### src/hw/ussl_pkg.sv
// Functional notes
// - Nine-bit receive enable shifts nine bits; ninth kept for oldest character.
// - Slave reception runs only while continuous receive enable is set.
// - Receive flag sets on a complete character; interrupt only if enabled.
// - Reading receive data returns oldest low byte and pops it.
// - Overrun latches until continuous receive or port enable clears; port off resets.
// - Only slave mode shifts while the system clock sleeps.
// - External master clocks both transmit and receive shift registers.
// - In sleep, data comes from the data pin, clock from the clock pin.
// - Word received in sleep sets receive flag and requests wake.
// - Writing transmit data clears transmit flag and loads shift register or buffer.
// - In sleep, transmit takes clock pin and drives data pin.
// - Last bit out moves pending byte to shifter, sets transmit flag, wakes.
// - Wake continues with next instruction; global enable also vectors to service.
// - Slave receiver idles while continuous receive is clear; single receive enable is ignored.
package ussl_pkg;
  localparam logic [7:0] USSL_BAUD_OFS = 8'h00;
  localparam logic [7:0] USSL_RXDATA_OFS = 8'h04;
  localparam logic [7:0] USSL_RXSTAT_OFS = 8'h08;
  localparam logic [7:0] USSL_DIVLO_OFS = 8'h0C;
  localparam logic [7:0] USSL_DIVHI_OFS = 8'h10;
  localparam logic [7:0] USSL_TXDATA_OFS = 8'h14;
  localparam logic [7:0] USSL_TXSTAT_OFS = 8'h18;
  localparam logic [7:0] USSL_IRQSTAT_OFS = 8'h1C;
  localparam logic [7:0] USSL_IRQMASK_OFS = 8'h20;
  localparam logic [7:0] USSL_CORECTL_OFS = 8'h24;
  // receive_status_control bits
  localparam int USSL_RS_PORTEN = 7;
  localparam int USSL_RS_NINE = 6;
  localparam int USSL_RS_ONCE = 5;
  localparam int USSL_RS_CONT = 4;
  localparam int USSL_RS_OERR = 1;
  localparam int USSL_RS_NINTH = 0;
  // transmit_status_control bits
  localparam int USSL_TS_CKMST = 7;
  localparam int USSL_TS_TX9 = 6;
  localparam int USSL_TS_TXEN = 5;
  localparam int USSL_TS_SYNC = 4;
  localparam int USSL_TS_TRMT = 1;
  localparam int USSL_TS_TX9D = 0;
  // Interrupt status/mask bits
  localparam int USSL_IRQ_RC = 0;
  localparam int USSL_IRQ_TX = 1;
  localparam int USSL_IRQ_OV = 2;
  // core_int_control bits
  localparam int USSL_CC_PERIEN = 0;
  localparam int USSL_CC_GLOBEN = 1;
  localparam int USSL_CC_SLEEP = 2;
  localparam logic [7:0] USSL_RS_RESET = 8'h00;
  localparam logic [7:0] USSL_TS_RESET = 8'h02;
  localparam logic [2:0] USSL_SYNC_LAST = 3'h4;
  localparam logic [3:0] USSL_BITS8 = 4'h8;
  localparam logic [3:0] USSL_BITS9 = 4'h9;
  typedef struct packed {
    logic [8:0] data;
  } ussl_char_t;
  typedef enum logic [1:0] {USSL_IDLE, USSL_SHIFT} ussl_tx_state_t;
endpackage : ussl_pkg

### src/hw/ussl_top.sv
// The APB interface to the registers and the register offsets were left to the implementer.
module ussl_top #(
  parameter int RX_DEPTH = 2
) (
  input wire logic mclk_i,
  input wire logic rstn_i,
  input wire logic psel_i,
  input wire logic penable_i,
  input wire logic pwrite_i,
  input wire logic [7:0] paddr_i,
  input wire logic [31:0] pwdata_i,
  output logic [31:0] prdata_o,
  output logic pready_o,
  output logic pslverr_o,
  input wire logic serial_clock_pin_i,
  input wire logic serial_data_pin_i,
  output logic serial_data_pin_o,
  output logic serial_data_pin_oe_o,
  output logic irq_o,
  output logic wake_o,
  output logic vector_o
);
  // Registers
  logic [7:0] rs_r;
  logic [7:0] ts_r;
  logic [7:0] baud_r;
  logic [7:0] divlo_r;
  logic [7:0] divhi_r;
  logic [2:0] ists_r;
  logic [2:0] imask_r;
  logic [2:0] core_r;
  logic port_en;
  logic slave;
  logic cont_rx;
  assign port_en = rs_r[ussl_pkg::USSL_RS_PORTEN];
  assign slave = ts_r[ussl_pkg::USSL_TS_SYNC] &
                 ~ts_r[ussl_pkg::USSL_TS_CKMST] & port_en;
  assign cont_rx = rs_r[ussl_pkg::USSL_RS_CONT];

  // Bus decode
  logic wr_en;
  logic rd_en;
  assign wr_en = psel_i & penable_i & pwrite_i & pready_o;
  assign rd_en = psel_i & penable_i & ~pwrite_i & pready_o;

  // Clock pin: three flops, edge when second and third agree on change
  logic [2:0] ck_sync_r;
  logic ck_state_r;
  logic [2:0] dt_sync_r;
  logic ck_rise;
  logic ck_fall;
  always_ff @(posedge mclk_i) begin
    if (!rstn_i) begin
      ck_sync_r <= 3'h0;
      dt_sync_r <= 3'h0;
      ck_state_r <= 1'b0;
    end else begin
      ck_sync_r <= {ck_sync_r[1:0], serial_clock_pin_i};
      dt_sync_r <= {dt_sync_r[1:0], serial_data_pin_i};
      if (ck_sync_r[1] == ck_sync_r[2]) begin
        ck_state_r <= ck_sync_r[2];
      end
    end
  end
  assign ck_rise = (ck_sync_r[1] == ck_sync_r[2]) & ck_sync_r[2] &
                   ~ck_state_r;
  assign ck_fall = (ck_sync_r[1] == ck_sync_r[2]) & ~ck_sync_r[2] &
                   ck_state_r;

  // Mode: receive when continuous receive set, else transmit when transmit enabled and single receive clear
  logic rx_mode;
  logic tx_mode;
  // Single receive enable is a don't care for slave receive; when set it blocks transmit
  assign rx_mode = slave & cont_rx;
  assign tx_mode = slave & ~cont_rx & ~rs_r[ussl_pkg::USSL_RS_ONCE] &
                   ts_r[ussl_pkg::USSL_TS_TXEN];

  // Receive shifter, sampled on rising clock edge
  logic [8:0] rx_sh_r;
  logic [3:0] rcnt_r;
  logic [3:0] rbits;
  logic rx_done;
  assign rbits = rs_r[ussl_pkg::USSL_RS_NINE] ? ussl_pkg::USSL_BITS9 :
                 ussl_pkg::USSL_BITS8;
  assign rx_done = rx_mode & ck_rise & (rcnt_r == rbits - 4'h1);
  always_ff @(posedge mclk_i) begin
    if (!rstn_i || !rx_mode) begin
      rx_sh_r <= 9'h000;
      rcnt_r <= 4'h0;
    end else if (ck_rise) begin
      // LSB first; a 9-bit frame's last bit lands in bit 8
      rx_sh_r <= {dt_sync_r[2], rx_sh_r[8:1]};
      rcnt_r <= rx_done ? 4'h0 : rcnt_r + 4'h1;
    end
  end
  logic [8:0] rx_word;
  assign rx_word = rs_r[ussl_pkg::USSL_RS_NINE] ?
                   {dt_sync_r[2], rx_sh_r[8:1]} :
                   {1'b0, dt_sync_r[2], rx_sh_r[8:2]};

  // Receive FIFO
  ussl_pkg::ussl_char_t fifo_r [RX_DEPTH];
  logic [$clog2(RX_DEPTH):0] fcnt_r;
  logic [$clog2(RX_DEPTH)-1:0] rptr_r;
  logic [$clog2(RX_DEPTH)-1:0] wptr_r;
  logic push;
  logic pop;
  logic full;
  logic empty;
  assign full = (fcnt_r == ($clog2(RX_DEPTH)+1)'(RX_DEPTH));
  assign empty = (fcnt_r == '0);
  assign pop = rd_en & (paddr_i == ussl_pkg::USSL_RXDATA_OFS) & ~empty;
  assign push = rx_done & (~full | pop);
  always_ff @(posedge mclk_i) begin
    if (!rstn_i || !port_en) begin
      fcnt_r <= '0;
      rptr_r <= '0;
      wptr_r <= '0;
    end else begin
      if (push) begin
        fifo_r[wptr_r].data <= rx_word;
        wptr_r <= (wptr_r == ($clog2(RX_DEPTH))'(RX_DEPTH - 1)) ? '0 :
                  wptr_r + 1'b1;
      end
      if (pop) begin
        rptr_r <= (rptr_r == ($clog2(RX_DEPTH))'(RX_DEPTH - 1)) ? '0 :
                  rptr_r + 1'b1;
      end
      fcnt_r <= fcnt_r + (push ? 1'b1 : 1'b0) - (pop ? 1'b1 : 1'b0);
    end
  end
  logic rx_flag;
  assign rx_flag = ~empty;
  logic overrun;
  assign overrun = rx_done & full & ~pop;

  // Transmit: buffer plus shifter, shift out on falling clock edge
  ussl_pkg::ussl_tx_state_t tst_r;
  logic [8:0] tx_sh_r;
  logic [3:0] tcnt_r;
  logic [8:0] tbuf_r;
  logic tbuf_full_r;
  logic dout_r;
  logic tx_wr;
  logic [3:0] tbits;
  logic tx_last;
  assign tx_wr = wr_en & (paddr_i == ussl_pkg::USSL_TXDATA_OFS);
  assign tbits = ts_r[ussl_pkg::USSL_TS_TX9] ? ussl_pkg::USSL_BITS9 :
                 ussl_pkg::USSL_BITS8;
  assign tx_last = (tst_r == ussl_pkg::USSL_SHIFT) & ck_fall &
                   (tcnt_r == tbits - 4'h1);
  always_ff @(posedge mclk_i) begin
    if (!rstn_i || !port_en) begin
      tst_r <= ussl_pkg::USSL_IDLE;
      tx_sh_r <= 9'h000;
      tcnt_r <= 4'h0;
      tbuf_r <= 9'h000;
      tbuf_full_r <= 1'b0;
      dout_r <= 1'b0;
    end else begin
      if (tx_wr) begin
        tbuf_r <= {ts_r[ussl_pkg::USSL_TS_TX9D], pwdata_i[7:0]};
        tbuf_full_r <= 1'b1;
      end
      case (tst_r)
        ussl_pkg::USSL_IDLE: begin
          if (tx_mode && tbuf_full_r && !tx_wr) begin
            tx_sh_r <= tbuf_r;
            tbuf_full_r <= 1'b0;
            tcnt_r <= 4'h0;
            dout_r <= tbuf_r[0];
            tst_r <= ussl_pkg::USSL_SHIFT;
          end
        end
        ussl_pkg::USSL_SHIFT: begin
          if (!tx_mode) begin
            tst_r <= ussl_pkg::USSL_IDLE;
          end else if (ck_fall) begin
            if (tx_last) begin
              // Pending byte moves straight into the shifter
              if (tbuf_full_r && !tx_wr) begin
                tx_sh_r <= tbuf_r;
                tbuf_full_r <= 1'b0;
                tcnt_r <= 4'h0;
                dout_r <= tbuf_r[0];
              end else begin
                tst_r <= ussl_pkg::USSL_IDLE;
              end
            end else begin
              tx_sh_r <= {1'b0, tx_sh_r[8:1]};
              dout_r <= tx_sh_r[1];
              tcnt_r <= tcnt_r + 4'h1;
            end
          end
        end
        default: tst_r <= ussl_pkg::USSL_IDLE;
      endcase
    end
  end
  logic tx_flag;
  assign tx_flag = ~tbuf_full_r;
  logic trmt;
  assign trmt = (tst_r == ussl_pkg::USSL_IDLE);

  // Overrun latch, cleared only by continuous receive or port going low
  logic oerr_r;
  always_ff @(posedge mclk_i) begin
    if (!rstn_i || !port_en || !cont_rx) begin
      oerr_r <= 1'b0;
    end else if (overrun) begin
      oerr_r <= 1'b1;
    end
  end

  // Control registers
  always_ff @(posedge mclk_i) begin
    if (!rstn_i) begin
      rs_r <= ussl_pkg::USSL_RS_RESET;
      ts_r <= ussl_pkg::USSL_TS_RESET;
      baud_r <= 8'h00;
      divlo_r <= 8'h00;
      divhi_r <= 8'h00;
      imask_r <= 3'h0;
      core_r <= 3'h0;
    end else if (wr_en) begin
      if (paddr_i == ussl_pkg::USSL_RXSTAT_OFS) begin
        rs_r <= {pwdata_i[7:2], 2'b00};
      end else if (paddr_i == ussl_pkg::USSL_TXSTAT_OFS) begin
        ts_r <= {pwdata_i[7:2], 1'b0, pwdata_i[0]};
      end else if (paddr_i == ussl_pkg::USSL_BAUD_OFS) begin
        baud_r <= {3'h0, pwdata_i[4:3], 1'b0, pwdata_i[1:0]};
      end else if (paddr_i == ussl_pkg::USSL_DIVLO_OFS) begin
        divlo_r <= pwdata_i[7:0];
      end else if (paddr_i == ussl_pkg::USSL_DIVHI_OFS) begin
        divhi_r <= pwdata_i[7:0];
      end else if (paddr_i == ussl_pkg::USSL_IRQMASK_OFS) begin
        imask_r <= pwdata_i[2:0];
      end else if (paddr_i == ussl_pkg::USSL_CORECTL_OFS) begin
        core_r <= pwdata_i[2:0];
      end
    end
  end

  // Sticky status: event set wins over a write-one clear
  logic [2:0] ev;
  logic [2:0] wclr;
  assign ev = {overrun, tx_last & tbuf_full_r, push};
  assign wclr = (wr_en && paddr_i == ussl_pkg::USSL_IRQSTAT_OFS) ?
                pwdata_i[2:0] : 3'h0;
  always_ff @(posedge mclk_i) begin
    if (!rstn_i) begin
      ists_r <= 3'h0;
    end else begin
      ists_r <= (ists_r & ~wclr) | ev;
    end
  end

  // Level flags gated by enables; sleep shifting needs no system clock gate
  logic pend;
  assign pend = (rx_flag & imask_r[ussl_pkg::USSL_IRQ_RC]) |
                (tx_flag & port_en & ts_r[ussl_pkg::USSL_TS_TXEN] &
                 imask_r[ussl_pkg::USSL_IRQ_TX]) |
                (ists_r[ussl_pkg::USSL_IRQ_OV] &
                 imask_r[ussl_pkg::USSL_IRQ_OV]);
  always_ff @(posedge mclk_i) begin
    if (!rstn_i) begin
      irq_o <= 1'b0;
      wake_o <= 1'b0;
      vector_o <= 1'b0;
    end else begin
      irq_o <= pend;
      // Only slave mode runs while asleep, so only it can wake
      wake_o <= pend & core_r[ussl_pkg::USSL_CC_PERIEN] &
                core_r[ussl_pkg::USSL_CC_SLEEP] & slave;
      vector_o <= pend & core_r[ussl_pkg::USSL_CC_PERIEN] &
                  core_r[ussl_pkg::USSL_CC_GLOBEN];
    end
  end

  // Data pin driven only while transmitting in slave mode
  always_ff @(posedge mclk_i) begin
    if (!rstn_i) begin
      serial_data_pin_o <= 1'b0;
      serial_data_pin_oe_o <= 1'b0;
    end else begin
      serial_data_pin_o <= dout_r;
      serial_data_pin_oe_o <= tx_mode;
    end
  end

  // APB read path, zero wait states
  logic [7:0] rdat;
  always_comb begin
    rdat = 8'h00;
    if (paddr_i == ussl_pkg::USSL_RXSTAT_OFS) begin
      rdat = {rs_r[7:2], oerr_r, fifo_r[rptr_r].data[8] & ~empty};
    end else if (paddr_i == ussl_pkg::USSL_TXSTAT_OFS) begin
      rdat = {ts_r[7:2], trmt, ts_r[0]};
    end else if (paddr_i == ussl_pkg::USSL_RXDATA_OFS) begin
      rdat = empty ? 8'h00 : fifo_r[rptr_r].data[7:0];
    end else if (paddr_i == ussl_pkg::USSL_BAUD_OFS) begin
      rdat = {baud_r[7], trmt & ~rx_mode, baud_r[5:0]};
    end else if (paddr_i == ussl_pkg::USSL_DIVLO_OFS) begin
      rdat = divlo_r;
    end else if (paddr_i == ussl_pkg::USSL_DIVHI_OFS) begin
      rdat = divhi_r;
    end else if (paddr_i == ussl_pkg::USSL_IRQSTAT_OFS) begin
      rdat = {3'h0, tx_flag, rx_flag, ists_r};
    end else if (paddr_i == ussl_pkg::USSL_IRQMASK_OFS) begin
      rdat = {5'h00, imask_r};
    end else if (paddr_i == ussl_pkg::USSL_CORECTL_OFS) begin
      rdat = {5'h00, core_r};
    end
  end
  logic unmapped;
  assign unmapped = (paddr_i > ussl_pkg::USSL_CORECTL_OFS) ||
                    (paddr_i[1:0] != 2'b00) ||
                    (pwrite_i && paddr_i == ussl_pkg::USSL_RXDATA_OFS);
  always_ff @(posedge mclk_i) begin
    if (!rstn_i) begin
      pready_o <= 1'b0;
      prdata_o <= 32'h0000_0000;
      pslverr_o <= 1'b0;
    end else begin
      pready_o <= psel_i & ~penable_i;
      prdata_o <= {24'h00_0000, rdat};
      pslverr_o <= psel_i & ~penable_i & unmapped;
    end
  end
endmodule : ussl_top
### config.mk
export PLATFORM = sky130hd
export DESIGN_NAME = ussl_top
export DESIGN_NICKNAME = d
export VERILOG_FILES = /design/src/hw/ussl_pkg.sv /design/src/hw/ussl_top.sv
export SDC_FILE = /design/constraint.sdc
export NUM_CORES = 1
export LEC_CHECK = 0
export BUFFER_PORTS_ARGS = -buffer_cell sky130_fd_sc_hd__buf_2
export CAP_MARGIN = 20
export CORE_AREA = 2 2 108 163
export CTS_CLUSTER_DIAMETER = 200
export CTS_CLUSTER_SIZE = 16
export DETAILED_ROUTE_END_ITERATION = 16
export DIE_AREA = 0 0 110 165
export MAX_ROUTING_LAYER = met4
export PLACE_DENSITY = 0.56
export SLEW_MARGIN = 20
export SYNTH_ARGS = -nofsm -noshare
export SYNTH_HDL_FRONTEND = slang
export SYNTH_SLANG_ARGS = --single-unit
export TNS_END_PERCENT = 50
### constraint.sdc
create_clock -name mclk_i -period 3.3 [get_ports mclk_i]
set_input_delay 0.165 -clock mclk_i [delete_from_list [all_inputs] [get_ports mclk_i]]
set_output_delay 0.165 -clock mclk_i [all_outputs]
set_load 0.005 [all_outputs]
==> impl_metrics.ini <==
[yosys]
syn_inst = 621
ys_async_sr_fraction_pct = 0
synth-main-ff-cell = dfxtp_1
synth_cell_types = 68
yosysSeqAreaShare_pct = 46.00
syn_area_um2 = 5788
yosysWarnings = 0
synth_area_per_cell_um2 = 9.321
synth-edff-count = 18
synth_seq_cells = 124

[layout]
fill_cells = 1655
stdcell_area_um2 = 6735
multi_input_area_um2 = 2839
area_growth_pct = 16.36
fin_nets = 701
drive_gt1_share_pct = 15.61
regArea_um2 = 2663
mostFrequentLayoutCells = dfxtp_1 (106), nand2_1 (81), mux2i_1 (44), buf_2 (37), nand3_1 (30)
final_common_cell = dfxtp_1
n_antenna_cell = 0

[route]
wirelength_mm = 14.77
ant_nets = 0
route.vias.total = 4526
drt_iter0_markers = 274
drt-pass1-iter-count = 7
route.detailed.drc = 0
avgRoutedWirePerCell_um = 16.97
vias_per_cell = 5.202

[setup_path]
cpMaxStageDelayCell = dfxtp_1
crit_path_frequent_cell = ha_1
worst_setup_path_end_kind = flip-flop
r2r_slack_ns = 0.87
crit_fanout = 7
path_class = flip-flop to flip-flop
arrival_ns = 2.73
startpoint_type = flip-flop
critPathMaxStageDelay_ns = 0.48
cp.required_ns = 3.60
cp_cell_sequence = and4b_1, nand3_1, nor2_2, inv_2, ha_1, inv_1, ha_1, xor2_1, xnor2_1, nor2_1
r2r-end = fcnt_r[1]
rr_startpoint = rs_r[7]
worstRegToRegCells = 10

[hold_path]
worstHoldEndpoint = ck_sync_r[0]
min_path_type = input port to flip-flop
min_path_cells = 2
min_from = serial_clock_pin_i

[timing]
fmax_mhz = 411.7
skew_ns = 0.006514
finalMaxSlewViolations = 0
finalSetupTns_ns = 0
fin_crit_sh_pct = 73.61
finalHoldViolations = 0
setup-violations-final = 0
worstMarginPinSlew_ns = 0.9896
slew_headroom_pct = 32.32
rsz0062_at_grt = false
period_minus_slack_ns = 2.429

[cts]
cts_buffers = 17
cts_tree = done
cts_max_level = 4
clk_path_buf_depth = 2
cts_setup_buffers = 0
clk_pin_slew_ns = 0.06
worstSkewPairLatency_ns = 0.41
cts.sinks = 124
cts-root-buf = clkbuf_16

[power]
leakage_nw = 2.463
peakVddDrop_uv = 338.9
power.density_nw_per_um2 = 556.7

[die]
row_count = 58
io_pins = 86
start_util_pct = 34.83
core_area_um2 = 16620
dieArea_um2 = 18150
die_h_um = 165
die_x_um = 110

[run_status]
outcome = finished, final reports clean

[global_routing]
first_global_vias = 4400
grt_start_max_net_pins = 67
grt_pass1_wl_mm = 23.14
track_usage_pct = 17.52
antenna_found_initial = 0
overflow = 0

[placement]
place_congestion = 0.8667
hpwl_mm = 10.75
io_buffers = 37
place_area_um2 = 6062

[flow_run]
drv_cap = 0
timing repair:
item                                   4_1_cts  5_1_grt
endpoints found under the hold margin        1        0
resized for setup                            0        0
hold buffers                                 1        0
registers in the layout, indices dropped and copies added (netlist names), 4 cells and up, named ones only:
register,flops
prdata_o,8
rcnt_r,4
tbuf_r,9
fifo_r,18
rs_r,6
tcnt_r,4
tx_sh_r,9
ts_r,7
baud_r,4
rx_sh_r,8
divlo_r,8
divhi_r,8
kinds of logic (layout without fill, tap and decap cells):
| logic type | count (synthesis) | after routing | synth area share (%) |
|---|---|---|---|
| flip-flops | 124 | 124 | 46.00 |
| other | 1 | 24 | 0.06479 |
| multiplexers | 55 | 55 | 9.749 |
| AO/OA/AOI/OAI | 117 | 117 | 13.45 |
| AND/OR/NAND/NOR | 240 | 240 | 21.83 |
| adder cells (fa/ha/maj) | 6 | 6 | 1.297 |
| XOR/XNOR | 7 | 7 | 1.059 |
| buffers and inverters | 71 | 87 | 6.550 |
through the flow:
step / setup slack, ns / util, % / hold WS, ns / instances / total power [mW]
after global placement: 0.7650 / 36.48 / 0.3770 / 838 / 1.681
after floorplan: 0.8763 / - / 0.2923 / 644 / 1.654
after global routing: 0.6611 / 40.53 / 0.0007734 / 870 / 3.863
after CTS: 0.8648 / 40.53 / 0.002745 / 870 / 3.777
final: 0.8709 / 40.53 / 0.01358 / 870 / 3.749
after detailed placement: 0.7443 / 36.48 / 0.3787 / 838 / 1.682
how the worst max path moves through the flow:
stage	start	endpoint	cells after the start
final	rs_r[7]	fcnt_r[1]	10
after global routing	ck_sync_r[1]	tcnt_r[2]	7
after CTS	ck_sync_r[1]	tcnt_r[2]	7
after detailed placement	paddr_i[2]	fcnt_r[1]	13
after global placement	paddr_i[2]	fcnt_r[1]	13
after floorplan	paddr_i[1]	fifo_r[0][0]	8
area by class of cell:
type	instances	share of cell area [%]
Sequential cell	124	39.53
Inverter	6	0.3344
Multi-Input combinational cell	449	42.15
Timing Repair Buffer	50	4.236
Clock inverter	11	3.214
Clock buffer	20	6.632
Tap cell	210	3.901
report_power, final:
part / internal, mW / switching (mW)
logic: 0.0391 / 0.0784
clock network: 1.43 / 0.665
registers: 1.53 / 0.00227
total: 3.00 / 0.746
worst max-delay path: cells and delay by family (launching register included):
| kind | cells | cell delay (ns) |
|---|---|---|
| flops | 1 | 0.48 |
| xor+xnor | 2 | 0.30 |
| buf+inv | 2 | 0.14 |
| simple gates | 4 | 0.96 |
| fa+ha+maj | 2 | 0.45 |
routing by layer:
metal,global-route usage [%],up-vias,part of all wire [%]
li1,-,2205,-
met1,18.57,2161,39
met2,30.79,130,53
met3,3.275,30,3.8
met4,8.458,0,3.6
met5,-,-,0
synth_stat cells (6+ instances only):
library cell	count	share of area (%)
nor3_1	12	1.0
buf_2	12	1.0
a31oi_1	8	0.86
edfxtp_1	18	9.3
dfxtp_1	106	37
clkbuf_1	25	1.6
mux2_2	11	2.1
ha_1	6	1.3
nand2_1	81	5.3
a21oi_1	24	2.1
buf_4	24	3.1
nor2_1	28	1.8
nand2b_1	8	0.86
nand3_1	30	2.6
o21ai_0	23	2.0
nor2b_1	24	2.6
and3_1	10	1.1
and2_1	14	1.5
a21boi_0	24	3.1
mux2i_1	44	7.6
Note: power is estimated with default switching activity, not from simulation.
